<file path="src/rtl/rsr_pkg.sv">
// Shared constants and types of the remote speed ramp block.
// Assumes a 10 MHz clock; frequencies are in 0.1 Hz units.
`default_nettype none
package rsr_pkg;
  // Clock and tick timing.
  localparam int unsigned CLK_NS      = 100;
  localparam int unsigned TICK_NS     = 10_000_000;
  localparam int unsigned TICK_CYCLES = TICK_NS / CLK_NS;
  localparam int unsigned TICK_PER_S  = 1_000_000_000 / TICK_NS;
  localparam int unsigned SAVE_S      = 60;
  localparam int unsigned SAVE_TICKS  = SAVE_S * TICK_PER_S;
  // Ticks per coarse time step.
  localparam logic [7:0]  TICKS_COARSE = 8'h0a;
  // Setting value that means not used.
  localparam logic [15:0] UNUSED_SET   = 16'h270f;
  // Register byte offsets.
  localparam logic [7:0] OFS_CTRL     = 8'h00;
  localparam logic [7:0] OFS_ACCEL    = 8'h04;
  localparam logic [7:0] OFS_DECEL    = 8'h08;
  localparam logic [7:0] OFS_ACCEL2   = 8'h0c;
  localparam logic [7:0] OFS_DECEL2   = 8'h10;
  localparam logic [7:0] OFS_REF      = 8'h14;
  localparam logic [7:0] OFS_SWITCH   = 8'h18;
  localparam logic [7:0] OFS_MAX      = 8'h1c;
  localparam logic [7:0] OFS_MAIN     = 8'h20;
  localparam logic [7:0] OFS_STATUS   = 8'h24;
  localparam logic [7:0] OFS_OUT_FREQ = 8'h28;
  localparam logic [7:0] OFS_REMOTE   = 8'h2c;
  localparam logic [7:0] OFS_STORED   = 8'h30;
  localparam logic [7:0] OFS_NV_COUNT = 8'h34;
  // Control field positions.
  localparam int unsigned CTRL_SEL_LSB = 0;
  localparam int unsigned CTRL_INC_BIT = 2;
  // Reset values and the lowest reference frequency.
  localparam logic [15:0] RST_TIME   = 16'h0032;
  localparam logic [15:0] RST_REF    = 16'h0258;
  localparam logic [15:0] RST_MAX    = 16'h04b0;
  localparam logic [15:0] RST_MAIN   = 16'h0000;
  localparam logic [15:0] MIN_REF    = 16'h000a;
  // Configuration written by software.
  typedef struct packed {
    logic [1:0]  remote_sel;
    logic        inc_sel;
    logic [15:0] accel;
    logic [15:0] decel;
    logic [15:0] accel2;
    logic [15:0] decel2;
    logic [15:0] ref_freq;
    logic [15:0] switch_freq;
    logic [15:0] max_freq;
    logic [15:0] main_speed;
  } rsr_cfg_t;
  // Ramp engine state.
  typedef struct packed {
    logic [15:0] value;
    logic [23:0] acc;
  } rsr_ramp_st_t;
endpackage
`default_nettype wire

</file>
<file path="src/rtl/rsr_sync.sv">
// Two flip-flop synchroniser for a group of pin inputs.
// Assumes the inputs are asynchronous levels.
`default_nettype none
module rsr_sync #(
  parameter int unsigned W = 1
) (
  input  wire logic         clk,
  input  wire logic         rst,
  input  wire logic [W-1:0] pin_in,
  output logic      [W-1:0] pin_out
);
  typedef struct packed {
    logic [W-1:0] s1;
    logic [W-1:0] s2;
  } rsr_sync_st_t;

  rsr_sync_st_t s_q;
  rsr_sync_st_t s_d;

  // The first stage feeds only the second.
  always_comb begin
    s_d    = s_q;
    s_d.s1 = pin_in;
    s_d.s2 = s_q.s1;
  end

  // State register.
  always_ff @(posedge clk or posedge rst) begin
    if (rst) begin
      s_q <= '0;
    end else begin
      s_q <= s_d;
    end
  end

  assign pin_out = s_q.s2;
endmodule
`default_nettype wire

</file>
<file path="src/rtl/rsr_ramp.sv">
// Linear ramp engine: steps a value toward a target at ref/den per tick.
// Assumes tick is a one-cycle pulse and ticks are far apart.
`default_nettype none
module rsr_ramp (
  input  wire logic        clk,
  input  wire logic        rst,
  input  wire logic        tick,
  input  wire logic        hold,
  input  wire logic        load,
  input  wire logic [15:0] load_val,
  input  wire logic [15:0] target,
  input  wire logic [15:0] ref_freq,
  input  wire logic [23:0] den,
  output logic      [15:0] value
);
  rsr_pkg::rsr_ramp_st_t s_q;
  rsr_pkg::rsr_ramp_st_t s_d;
  logic [23:0]           acc_add;

  // Each tick adds ref; one step per cycle while acc covers den.
  always_comb begin
    s_d     = s_q;
    acc_add = s_q.acc + (tick ? {8'h00, ref_freq} : 24'h000000);
    if (load) begin
      s_d.value = load_val;
      s_d.acc   = '0;
    end else if (hold || s_q.value == target) begin
      s_d.acc = '0;
    end else if (den == 24'h000000) begin
      s_d.value = target; // A zero time jumps straight to the target.
      s_d.acc   = '0;
    end else if (acc_add >= den) begin
      s_d.value = (target > s_q.value) ? s_q.value + 16'h0001
                                      : s_q.value - 16'h0001;
      s_d.acc   = acc_add - den;
    end else begin
      s_d.acc = acc_add;
    end
  end

  // State register.
  always_ff @(posedge clk or posedge rst) begin
    if (rst) begin
      s_q <= '0;
    end else begin
      s_q <= s_d;
    end
  end

  assign value = s_q.value;
endmodule
`default_nettype wire

</file>
<file path="src/rtl/rsr_top.sv">
// Remote speed setting and ramp time selection for a motor drive.
// Assumes APB master on REF_CLK; pin inputs are asynchronous levels.
// How it works
// Remote frequency limited to zero..maximum, sum capped.
// Select off: longer of primary or second times.
// Select on: second times for remote ramps.
// Up/down change preset even without start.
// Host avoids storage mode under frequent changes.
// Jog or process loop disables remote setting.
// Power back within minute restores stored frequency.
// Power back after minute starts from zero.
// Acceleration time is stop to reference frequency.
// Deceleration time is reference frequency to zero.
// Increment selector picks 0.1 s or 0.01 s.
// Select input on applies second ramp times.
// Output reaching switch frequency selects second times.
// Second decel 9999 reuses second accel time.
// Selector 1..3 makes speed inputs up/down/clear.
// Storage mode saves changed value every minute.
// Output steps by reference over ramp time.
//
// Local design decisions: the APB slave port and the placing of the registers.
`default_nettype none
module rsr_top #(
  parameter int unsigned TICK_CYCLES = rsr_pkg::TICK_CYCLES,
  parameter int unsigned SAVE_TICKS  = rsr_pkg::SAVE_TICKS
) (
  input  wire logic        REF_CLK,
  input  wire logic        RST,
  input  wire logic        PSEL,
  input  wire logic        PENABLE,
  input  wire logic        PWRITE,
  input  wire logic [7:0]  PADDR,
  input  wire logic [31:0] PWDATA,
  output logic      [31:0] PRDATA,
  output logic             PREADY,
  output logic             PSLVERR,
  input  wire logic        UP_COMMAND,
  input  wire logic        DOWN_COMMAND,
  input  wire logic        CLEAR_COMMAND,
  input  wire logic        SECOND_RAMP_SELECT,
  input  wire logic        FORWARD_START,
  input  wire logic        REVERSE_START,
  input  wire logic        JOG_ACTIVE,
  input  wire logic        PROCESS_LOOP_ACTIVE,
  input  wire logic        POWER_ON,
  output logic      [15:0] OUTPUT_FREQ,
  output logic             SECOND_RAMP_ACTIVE,
  output logic             REMOTE_ACTIVE,
  output logic             NV_WRITE
);
  // Whole state of the top level.
  typedef struct packed {
    rsr_pkg::rsr_cfg_t cfg;
    logic [31:0]       prdata;
    logic              pslverr;
    logic [23:0]       tick_cnt;
    logic              tick;
    logic [23:0]       save_cnt;
    logic [15:0]       nv_freq;
    logic [15:0]       nv_count;
    logic              nv_write;
    logic              start_prev;
    logic              power_prev;
    logic              second_on;
    logic              remote_on;
  } rsr_top_st_t;

  rsr_top_st_t s_q;
  rsr_top_st_t s_d;

  // Synchronised pin levels.
  logic [8:0]  pins;
  logic        up_cmd;
  logic        down_cmd;
  logic        clear_cmd;
  logic        second_sel;
  logic        start_any;
  logic        loop_busy;
  logic        power_ok;

  // Ramp engine connections.
  logic [15:0] remote_freq;
  logic [15:0] out_freq;
  logic        remote_hold;
  logic        remote_load;
  logic [15:0] remote_load_val;
  logic [15:0] remote_target;
  logic [23:0] remote_den;
  logic        out_load;
  logic [15:0] out_target;
  logic [23:0] out_den;

  // Internal decode.
  logic        remote_en;
  logic        second_now;
  logic [15:0] decel2_eff;
  logic [15:0] up_time;
  logic [15:0] down_time;
  logic [16:0] set_sum;
  logic [16:0] set_cap;
  logic [15:0] set_freq;
  logic        start_fall;
  logic        power_rise;
  logic        released;
  logic        setup;
  logic        wr_en;
  logic        mapped;
  logic [31:0] rd_data;
  logic [15:0] wr_half;

  // Ramp time in ticks.
  function automatic logic [23:0] ramp_den(input logic [15:0] t, input logic inc);
    logic [23:0] d;
    d = inc ? {8'h00, t} : ({8'h00, t} * {16'h0000, rsr_pkg::TICKS_COARSE});
    return d;
  endfunction

  // Larger of two times.
  function automatic logic [15:0] longer(input logic [15:0] a, input logic [15:0] b);
    return (a > b) ? a : b;
  endfunction

  // Pin inputs pass two flip-flops before use.
  rsr_sync #(
    .W(9)
  ) u_sync (
    .clk    (REF_CLK),
    .rst    (RST),
    .pin_in ({UP_COMMAND, DOWN_COMMAND, CLEAR_COMMAND, SECOND_RAMP_SELECT,
              FORWARD_START, REVERSE_START, JOG_ACTIVE, PROCESS_LOOP_ACTIVE,
              POWER_ON}),
    .pin_out(pins)
  );

  // Name the synchronised levels.
  assign up_cmd     = pins[8];
  assign down_cmd   = pins[7];
  assign clear_cmd  = pins[6];
  assign second_sel = pins[5];
  assign start_any  = pins[4] | pins[3];
  assign loop_busy  = pins[2] | pins[1];
  assign power_ok   = pins[0];

  // Remote mode: selector set, no jog or loop.
  assign remote_en = (s_q.cfg.remote_sel != 2'b00) && !loop_busy;

  // Second times by select or switch frequency.
  assign second_now = second_sel ||
                      (s_q.cfg.switch_freq != rsr_pkg::UNUSED_SET &&
                       out_freq >= s_q.cfg.switch_freq);

  // Unused second decel reuses second accel.
  assign decel2_eff = (s_q.cfg.decel2 == rsr_pkg::UNUSED_SET) ?
                      s_q.cfg.accel2 : s_q.cfg.decel2;

  // Remote ramp times by select input.
  assign up_time   = second_sel ? s_q.cfg.accel2 :
                     longer(s_q.cfg.accel, s_q.cfg.accel2);
  assign down_time = second_sel ? decel2_eff :
                     longer(s_q.cfg.decel, decel2_eff);

  // Events on the start and power levels.
  assign start_fall = s_q.start_prev && !start_any;
  assign power_rise = !s_q.power_prev && power_ok;
  assign released   = !up_cmd && !down_cmd;

  // Remote ramp: up to maximum, down to zero.
  assign remote_hold   = !(remote_en && power_ok && (up_cmd ^ down_cmd));
  assign remote_target = up_cmd ? s_q.cfg.max_freq : 16'h0000;
  assign remote_den    = ramp_den(up_cmd ? up_time : down_time, s_q.cfg.inc_sel);

  // Remote loads: power return, clear, mode 3 stop.
  always_comb begin
    remote_load     = 1'b0;
    remote_load_val = 16'h0000;
    if (power_rise) begin
      remote_load     = 1'b1;
      remote_load_val = (s_q.cfg.remote_sel == 2'b01) ? s_q.nv_freq : 16'h0000;
    end else if (remote_en && clear_cmd) begin
      remote_load = 1'b1;
    end else if (s_q.cfg.remote_sel == 2'b11 && start_fall) begin
      remote_load = 1'b1;
    end
  end

  rsr_ramp u_remote (
    .clk     (REF_CLK),
    .rst     (RST),
    .tick    (s_q.tick),
    .hold    (remote_hold),
    .load    (remote_load),
    .load_val(remote_load_val),
    .target  (remote_target),
    .ref_freq(s_q.cfg.ref_freq),
    .den     (remote_den),
    .value   (remote_freq)
  );

  // Set frequency: main plus remote, capped.
  assign set_sum  = {1'b0, s_q.cfg.main_speed} + {1'b0, remote_freq};
  assign set_cap  = {1'b0, s_q.cfg.main_speed} + {1'b0, s_q.cfg.max_freq};
  always_comb begin
    if (!remote_en) begin
      set_freq = s_q.cfg.main_speed;
    end else if (set_sum > set_cap) begin
      set_freq = set_cap[16] ? 16'hffff : set_cap[15:0];
    end else begin
      set_freq = set_sum[16] ? 16'hffff : set_sum[15:0];
    end
  end

  // Output ramp times.
  assign out_target = (start_any && power_ok) ? set_freq : 16'h0000;
  assign out_load   = !power_ok;
  always_comb begin
    if (out_target > out_freq) begin
      out_den = ramp_den(second_now ? s_q.cfg.accel2 : s_q.cfg.accel,
                         s_q.cfg.inc_sel);
    end else begin
      out_den = ramp_den(second_now ? decel2_eff : s_q.cfg.decel,
                         s_q.cfg.inc_sel);
    end
  end

  rsr_ramp u_out (
    .clk     (REF_CLK),
    .rst     (RST),
    .tick    (s_q.tick),
    .hold    (1'b0),
    .load    (out_load),
    .load_val(16'h0000),
    .target  (out_target),
    .ref_freq(s_q.cfg.ref_freq),
    .den     (out_den),
    .value   (out_freq)
  );

  // APB: latched in setup, no wait states.
  assign setup   = PSEL && !PENABLE;
  assign wr_en   = PSEL && PENABLE && PWRITE && !s_q.pslverr;
  assign wr_half = PWDATA[15:0];
  always_comb begin
    mapped  = (PADDR[1:0] == 2'b00) && (PADDR <= rsr_pkg::OFS_NV_COUNT);
    rd_data = 32'h00000000;
    case (PADDR)
      rsr_pkg::OFS_CTRL: begin
        rd_data[rsr_pkg::CTRL_SEL_LSB +: 2] = s_q.cfg.remote_sel;
        rd_data[rsr_pkg::CTRL_INC_BIT]      = s_q.cfg.inc_sel;
      end
      rsr_pkg::OFS_ACCEL:    rd_data[15:0] = s_q.cfg.accel;
      rsr_pkg::OFS_DECEL:    rd_data[15:0] = s_q.cfg.decel;
      rsr_pkg::OFS_ACCEL2:   rd_data[15:0] = s_q.cfg.accel2;
      rsr_pkg::OFS_DECEL2:   rd_data[15:0] = s_q.cfg.decel2;
      rsr_pkg::OFS_REF:      rd_data[15:0] = s_q.cfg.ref_freq;
      rsr_pkg::OFS_SWITCH:   rd_data[15:0] = s_q.cfg.switch_freq;
      rsr_pkg::OFS_MAX:      rd_data[15:0] = s_q.cfg.max_freq;
      rsr_pkg::OFS_MAIN:     rd_data[15:0] = s_q.cfg.main_speed;
      rsr_pkg::OFS_STATUS:   rd_data[3:0]  = {power_ok, s_q.remote_on,
                                              start_any, s_q.second_on};
      rsr_pkg::OFS_OUT_FREQ: rd_data[15:0] = out_freq;
      rsr_pkg::OFS_REMOTE:   rd_data[15:0] = remote_freq;
      rsr_pkg::OFS_STORED:   rd_data[15:0] = s_q.nv_freq;
      rsr_pkg::OFS_NV_COUNT: rd_data[15:0] = s_q.nv_count;
      default:               rd_data       = 32'h00000000;
    endcase
  end

  // Next state.
  always_comb begin
    s_d          = s_q;
    s_d.nv_write = 1'b0;
    // Bus side.
    if (setup) begin
      s_d.prdata  = mapped ? rd_data : 32'h00000000;
      s_d.pslverr = !mapped;
    end
    if (wr_en) begin
      case (PADDR)
        rsr_pkg::OFS_CTRL: begin
          s_d.cfg.remote_sel = PWDATA[rsr_pkg::CTRL_SEL_LSB +: 2];
          s_d.cfg.inc_sel    = PWDATA[rsr_pkg::CTRL_INC_BIT];
        end
        rsr_pkg::OFS_ACCEL:  s_d.cfg.accel       = wr_half;
        rsr_pkg::OFS_DECEL:  s_d.cfg.decel       = wr_half;
        rsr_pkg::OFS_ACCEL2: s_d.cfg.accel2      = wr_half;
        rsr_pkg::OFS_DECEL2: s_d.cfg.decel2      = wr_half;
        rsr_pkg::OFS_REF:    s_d.cfg.ref_freq    = (wr_half < rsr_pkg::MIN_REF) ?
                                                   rsr_pkg::MIN_REF : wr_half;
        rsr_pkg::OFS_SWITCH: s_d.cfg.switch_freq = wr_half;
        rsr_pkg::OFS_MAX:    s_d.cfg.max_freq    = wr_half;
        rsr_pkg::OFS_MAIN:   s_d.cfg.main_speed  = wr_half;
        default:             s_d.cfg             = s_q.cfg;
      endcase
    end
    // Control tick.
    s_d.tick = 1'b0;
    if (s_q.tick_cnt >= TICK_CYCLES[23:0] - 24'h000001) begin
      s_d.tick_cnt = '0;
      s_d.tick     = 1'b1;
    end else begin
      s_d.tick_cnt = s_q.tick_cnt + 24'h000001;
    end
    // Storage timer and start fall.
    if (!power_ok || !released || s_q.cfg.remote_sel != 2'b01) begin
      s_d.save_cnt = '0;
    end else if (s_q.tick) begin
      if (s_q.save_cnt >= SAVE_TICKS[23:0] - 24'h000001) begin
        s_d.save_cnt = '0;
        if (remote_freq != s_q.nv_freq) begin
          s_d.nv_write = 1'b1;
        end
      end else begin
        s_d.save_cnt = s_q.save_cnt + 24'h000001;
      end
    end
    if (s_q.cfg.remote_sel == 2'b01 && power_ok && start_fall &&
        remote_freq != s_q.nv_freq) begin
      s_d.nv_write = 1'b1;
    end
    if (s_d.nv_write) begin
      s_d.nv_freq  = remote_freq;
      s_d.nv_count = s_q.nv_count + 16'h0001;
    end
    // History and status.
    s_d.start_prev = start_any;
    s_d.power_prev = power_ok;
    s_d.second_on  = second_now;
    s_d.remote_on  = remote_en;
  end

  // State register.
  always_ff @(posedge REF_CLK or posedge RST) begin
    if (RST) begin
      s_q                 <= '0;
      s_q.cfg.accel       <= rsr_pkg::RST_TIME;
      s_q.cfg.decel       <= rsr_pkg::RST_TIME;
      s_q.cfg.accel2      <= rsr_pkg::RST_TIME;
      s_q.cfg.decel2      <= rsr_pkg::UNUSED_SET;
      s_q.cfg.ref_freq    <= rsr_pkg::RST_REF;
      s_q.cfg.switch_freq <= rsr_pkg::UNUSED_SET;
      s_q.cfg.max_freq    <= rsr_pkg::RST_MAX;
      s_q.cfg.main_speed  <= rsr_pkg::RST_MAIN;
    end else begin
      s_q <= s_d;
    end
  end

  // Outputs.
  assign PRDATA             = s_q.prdata;
  assign PSLVERR            = s_q.pslverr;
  assign PREADY             = PSEL && PENABLE;
  assign OUTPUT_FREQ        = out_freq;
  assign SECOND_RAMP_ACTIVE = s_q.second_on;
  assign REMOTE_ACTIVE      = s_q.remote_on;
  assign NV_WRITE           = s_q.nv_write;
endmodule
`default_nettype wire

</file>
<file path="config.mk">
export PLATFORM = sky130hd
export DESIGN_NAME = rsr_top
export DESIGN_NICKNAME = d
export VERILOG_FILES = /design/src/rtl/rsr_pkg.sv /design/src/rtl/rsr_sync.sv /design/src/rtl/rsr_ramp.sv /design/src/rtl/rsr_top.sv
export SDC_FILE = /design/constraint.sdc
export NUM_CORES = 2
export LEC_CHECK = 0
export ABC_AREA = 1
export BUFFER_PORTS_ARGS = -buffer_cell sky130_fd_sc_hd__buf_2
export CAP_MARGIN = 20
export CORE_UTILIZATION = 50
export DETAILED_ROUTE_END_ITERATION = 8
export HOLD_SLACK_MARGIN = 0.1
export PLACE_DENSITY = 0.75
export SLEW_MARGIN = 20
export SYNTH_ARGS = -nofsm -noshare
export SYNTH_HDL_FRONTEND = slang
export SYNTH_SLANG_ARGS = --single-unit
</file>
<file path="constraint.sdc">
create_clock -name REF_CLK -period 8.8 [get_ports REF_CLK]
set_input_delay 0.44 -clock REF_CLK [delete_from_list [all_inputs] [get_ports REF_CLK]]
set_output_delay 0.44 -clock REF_CLK [all_outputs]
set_load 0.05 [all_outputs]
</file>
# Yosys cells after proc, flatten, opt, wreduce, memory -nomap -nowiden
# Index checks and enable logic that the tools add are counted.
dict set report classes {
  addsub 13
  mul 3
  magnitude_cmp 12
  n_eq_ne 24
  n_mux 53
  n_bitwise 3
  n_reduce_logical 51
}
# op n
set op_table {}
lappend op_table {{2-to-1 mux 16 bit} 25}
lappend op_table {{2-to-1 mux 24 bit} 8}
lappend op_table {{2-to-1 mux 40 bit} 4}
lappend op_table {{one-hot mux 12 bit (12 select lines)} 1}
lappend op_table {{2-to-1 mux 20 bit} 4}
lappend op_table {{> comparator 16 bit} 4}
lappend op_table {{multiplier 16 x 3 -> 19 bit, second input constant} 3}
lappend op_table {{adder 16 x 1 -> 16 bit, second input constant} 3}
lappend op_table {{adder 24 x 1 -> 24 bit, second input constant} 2}
lappend op_table {{adder 24 bit} 2}
lappend op_table {{== test 8 x 6 -> 1 bit, second input constant} 6}
lappend op_table {{>= comparator 24 x 20 -> 1 bit} 2}
lappend op_table {{logical NOT 24 bit} 2}
lappend op_table {{subtractor 24 x 20 -> 24 bit} 2}
lappend op_table {{one-hot mux 3 bit (14 select lines)} 1}
lappend op_table {{adder 16 x 16 -> 17 bit} 2}
lappend op_table {{== test 16 bit} 2}
lappend op_table {{== test 8 x 5 -> 1 bit, second input constant} 4}
lappend op_table {{subtractor 16 x 1 -> 16 bit, second input constant} 2}
lappend op_table {{>= comparator 24 x 13 -> 1 bit, second input constant} 1}
lappend op_table {{>= comparator 24 x 17 -> 1 bit, second input constant} 1}
lappend op_table {{AND reduction 2 bit} 11}
lappend op_table {{logical AND 1 bit} 18}
lappend op_table {{> comparator 17 bit} 1}
lappend op_table {{other kinds (23)} 48}
dict set report totals {
  reg_bits 348
  inputBits 54
  output_inout_bits 53
}

# Logic depth before layout (Yosys ltp)
dict set report depth {
  depth_word 13
  ltp_mapped 57
}

# Cells and area by module
# From an unflattened synthesis, not the netlist that was laid out.
dict set report unflattened {
  hier_cells 4800
  area_unflattened_um2 32603.8
}
# mod n_inst cells_each area_each_um2 seq_area_each_um2
set modules_own_cells {}
lappend modules_own_cells {rsr_top 1 2782 19645.1 5896.9}
lappend modules_own_cells {{rsr_ramp (u_remote)} 1 992 6271.0 1001.0}
lappend modules_own_cells {{rsr_ramp (u_out)} 1 1007 6233.5 1001.0}
lappend modules_own_cells {rsr_sync 1 19 454.2 450.4}

# Least setup slack after synthesis
# Ideal clock, no wire load.
dict set report synth_timing {
  kind {reg-to-reg}
  start {register u_remote.s_q, in the netlist u_remote.value[0]}
  end {register u_out.s_q, in the netlist u_out.value[0]}
  setup_ns 0.076
  arrival_ns 7.363
  slack_ns 1.361
  stages_incl_launch_ff 53
  period_less_slack_ns 7.439
  cell_sequence {dfrtp_1 -> ha_1 -> fa_1 -> nand3_1 -> nand2_1 -> nand3_1 -> nand2_1 -> nand3_1 -> nand2_1 -> nand3_1 -> nand2_1 -> clkbuf_1 -> ha_1 -> nand4_1 -> nor3_1 -> nand4_1 -> nand3_1 -> nand2_1 -> [17 not listed] -> inv_1 -> fa_1 -> a31oi_1 -> inv_1 -> a21oi_2 -> nor2_1 -> nor2_2 -> o21bai_1 -> or3_1 -> nor2_1 -> nand2_2 -> nor2_1 -> nand2_1 -> nand2_1 -> buf_6 -> buf_6 -> nand2_1 -> o21ai_1}
}
dict set report synth_via {
  elab_chain_cells 11
  word_cells_on_any_way 19
  classes_between {add/sub: 1; order compare: 3; eq/ne: 3; mux: 10; reduce/logical: 2}
}
# item line_no
set synth_lines {}
lappend synth_lines {{start, declared} rsr_ramp.sv:16} ;# rsr_pkg::rsr_ramp_st_t s_q;
lappend synth_lines {{start signal, assigned} rsr_ramp.sv:44} ;# s_q <= '0;
lappend synth_lines {{start signal, assigned} rsr_ramp.sv:46} ;# s_q <= s_d;
lappend synth_lines {{adder 16 x 16 -> 17 bit (*)} rsr_top.sv:201} ;# assign set_sum = {1'b0, s_q.cfg.main_speed} + {1'b0, remote_freq};
lappend synth_lines {{> comparator 17 bit / 2-to-1 mux 16 bit (equally long branches)} {rsr_top.sv:206, rsr_top.sv:209}}
lappend synth_lines {{2-to-1 mux 16 bit (*)} rsr_top.sv:206} ;# end else if (set_sum > set_cap) begin
lappend synth_lines {{2-to-1 mux 16 bit (*)} rsr_top.sv:204} ;# if (!remote_en) begin
lappend synth_lines {{2-to-1 mux 16 bit (*)} rsr_top.sv:214} ;# assign out_target = (start_any && power_ok) ? set_freq : 16'h0000;
lappend synth_lines {{parallel branches: the longest is 6 deep, another holds >= comparator 24 x 20 -> 1 bit} --}
lappend synth_lines {{end signal, assigned} rsr_ramp.sv:44}
lappend synth_lines {{end signal, assigned} rsr_ramp.sv:46}
lappend synth_lines {{end, declared} rsr_ramp.sv:16}
# Every way passes the cells marked *. The select of a mux whose other input is x is not followed.
# A chain may end at the register's enable or synchronous reset.

# Final worst setup path
dict set report layout_timing {
  start {register u_remote.s_q, in the netlist u_remote.value[4]}
  end {register u_out.s_q, in the netlist u_out.value[11]}
}
# The elaborated chain is that of the path after synthesis.

==> reports/summary.txt <==
Fill cell count: 5965
FFs w/ async S/R, synth: 1.00
Setup slack after layout: 0.572 ns
Clk sinks: 332
Placer Congestion: 1.05
Int Power: 3.77 mW
Clock share of power: 0.265
Remaining DRCs: 0
Drt wl/cell: 19.9 µm
Max cap viols: 0
Die Wd: 249 µm
Starting DRT DRC Count: 2590
Core footprint: 0.0602 mm²
Startpoint type of the worst setup path: register
Drt pass-1 iters: 6
Worst hold path cell count: 3
Avg Cell Area, Syn: 6.91 µm²
Vias: 30100
Period Utilization, post-route: 0.935
Sw frac: 0.451
Leak: 17.0 nW
Worst setup path start: u_remote.value[4]
Synthesized area: 0.0304 mm²
Slew Limit Fails: 0
Total Wirelength: 104000 µm
Post-synth EDFFs: 0
Largest area contributor in the netlist: dfrtp_1
Global Route Usage Sum: 0.333
Power share of the sequential group: 0.249
Reg2reg setup slack: 0.57 ns
Initial antenna violation count: 2
Worst-margin pin slew: 1.10 ns
GRT overflow: 0
Distinct cells, synth: 60
Hold crit path type: input port to register
Largest net degree at the start of global routing: 81
Slowest stage cell, crit path: dfrtp_1
Slew margin rel.: 0.266
Initial Util: 0.504
Cell area after layout: 0.0328 mm²
Final count of hold timing violations: 0
Clk_lat worst skew: 0.62 ns
Clock Tree Root: clkbuf_16
Highest Signal Layer: met5
Min cycle time layout: 8.23 ns
Outcome: finished, final reports clean
Die area: 0.0618 mm²
Synth-to-layout area growth: 7.91%
Most common cell in the netlist: nand2_1
Nets@finish: 4802
Synthesized flop and latch total: 332
Warnings from Yosys: 0
Count of input and output buffers: 74
Crit Path Category: register to register
CTS Buf Count: 40
Global-route wire length before repair: 161000 µm
Dpl cell area: 0.0312 mm²
Gate power share: 0.486
CTS tree: yes
Met1 wire length: 42500 µm
Worst Setup EP: u_out.value[11]
Worst R2R Start: u_remote.value[4]
Synth top area share: 0.246
Slowest stage delay, CP: 0.47 ns
Max Fclk: 122 MHz
Top post-synthesis cells by area: dfrtp_1 25%, nand2_1 14%, ha_1 13%, inv_1 6.2%, nand3_1 5.9%
Commonest cells in the netlist: 1128 x nand2_1, 502 x inv_1, 359 x nand3_1
WP data arrival: 8.75 ns
Pwr dens: 209 mW/mm²
Reg2Reg Depth: 48
Final Setup Violations: 0
Metal3 WL: 9210 µm
Deepest clock path buffer count: 3
Via/cell ratio: 5.75
VDD IR max: 0.000226 V
Clk_skew: 0.0317 ns
Site Rows: 90
Setup WS pre-CTS: 0.452 ns
Share of layout cells above drive strength 1: 0.0690
Top FF cell, synth: dfrtp_1
Crit path top cell by count: nand2_1
Reg2Reg Capture Point: u_out.value[11]
Ports: 107
CP required: 9.32 ns
Die Ht: 249 µm
P_sw: 3.09 mW
Mapped Cells: 4400
Post-DRT Antenna Nets: 0
DR WL met2: 46700 µm
Reg clk slew, reported paths: 0.07 ns
Vias in the first global route: 28000
Number of H-tree levels: 2
Setup crit end kind: register
Worst hold slack: 0.172 ns
CP max FO: 29
Post-synthesis sequential area ratio: 0.275
RSZ-0062 raised after global routing: yes
Dpl hpwl: 82100 µm
[kinds of logic after synthesis]
group | synth area share
AO/OA/AOI/OAI | 0.155
XOR/XNOR | 0.0499
adder cells (fa/ha/maj) | 0.138
buffers and inverters | 0.0955
flip-flops | 0.275
other | 0.000123
AND/OR/NAND/NOR | 0.287
[timing repair]
item / CTS / global route
setup buffers: 0 / 1
setup endpoints to repair: 0 / 39
hold endpoints to repair: 11 / 0
gates resized for setup: 0 / 8
hold buffers: 10 / 0
[power groups by stage]
| stage | sequential (mW) | clock (mW) | combinational [mW] |
|---|---|---|---|
| finish | 1.71 | 1.82 | 3.33 |
| global route | 1.71 | 1.89 | 3.74 |
| CTS | 1.70 | 1.83 | 3.24 |
| global placement | 1.73 | 0 | 3.17 |
| detailed placement | 1.73 | 0 | 3.21 |
| floorplan | 1.68 | 0 | 2.52 |
[state kept, by name, indices dropped and copies added (netlist names)]
name                count
PRDATA                 16
u_sync.pin_out          9
PSLVERR                 1
u_sync.s_d              9
u_out.s_q              24
NV_WRITE                1
u_remote.value         16
u_remote.s_q           24
s_q                   214
REMOTE_ACTIVE           1
SECOND_RAMP_ACTIVE      1
u_out.value            16
[final cells by class]
| class | count | area (µm²) | area share |
|---|---|---|---|
| timing repair buffer | 132 | 853 | 0.0260 |
| tap | 782 | 978 | 0.0298 |
| antenna | 1 | 2.50 | 0.0000763 |
| multi-input combinational | 3395 | 19300 | 0.587 |
| clock inverter | 21 | 328 | 0.0100 |
| clock buffer | 51 | 1070 | 0.0327 |
| sequential | 332 | 8350 | 0.255 |
| inverter | 519 | 1950 | 0.0595 |
[per-layer routing]
| layer | vias to the layer above | GRT usage |
|---|---|---|
| li1 | 14600 | - |
| met1 | 14000 | 0.434 |
| met2 | 1226 | 0.534 |
| met3 | 269 | 0.0599 |
| met4 | 2 | 0.162 |
| met5 | - | 0 |
[metrics by stage]
step	instances	power, mW	utilization	setup TNS [ns]
3_5_place_dp	5148	4.95	0.518	0
4_1_cts	5230	6.77	0.543	0
3_3_place_gp	5148	4.90	0.518	0
5_1_grt	5232	7.34	0.544	-0.0227
6_report	5233	6.85	0.544	0
2_1_floorplan	4422	4.19	-	0
[placed cells by master, fill, tap and decap left out, types with 23 or more instances in the layout]
cell and instances:
xnor2_1 66, a21o_1 23, dfstp_2 33, o21ai_0 307, a21oi_1 260, a221oi_1 32
ha_1 317, conb_1 23, buf_4 44, xor2_1 107, nor3_1 56, o21ai_1 31
clkbuf_16 40, dfrtp_1 298, nand2_1 1127, nand4_1 56, nor2_1 350, inv_1 501
o22ai_1 33, nand3_1 359, buf_2 74
[critical path, delay by kind of cell, from the launching register on]
family,cells,cell delay (ns)
flip-flops,1,0.47
adder cells (fa/ha/maj),4,1.42
buffers and inverters,7,0.92
AO/OA/AOI/OAI,9,1.86
AND/OR/NAND/NOR,28,3.41
[how the worst min path moves through the flow]
stage                         to     startpoint  slack, ns
3_5_place_dp   u_sync.pin_out[3]  u_sync.s_d[3]       0.33
2_1_floorplan  u_sync.pin_out[0]  u_sync.s_d[0]       0.33
3_3_place_gp   u_sync.pin_out[3]  u_sync.s_d[3]       0.33
5_1_grt                  PSLVERR       PADDR[0]       0.17
4_1_cts                  PSLVERR       PADDR[0]       0.16
6_report                 PSLVERR       PADDR[0]       0.17
(Power assumes the default switching activity.)
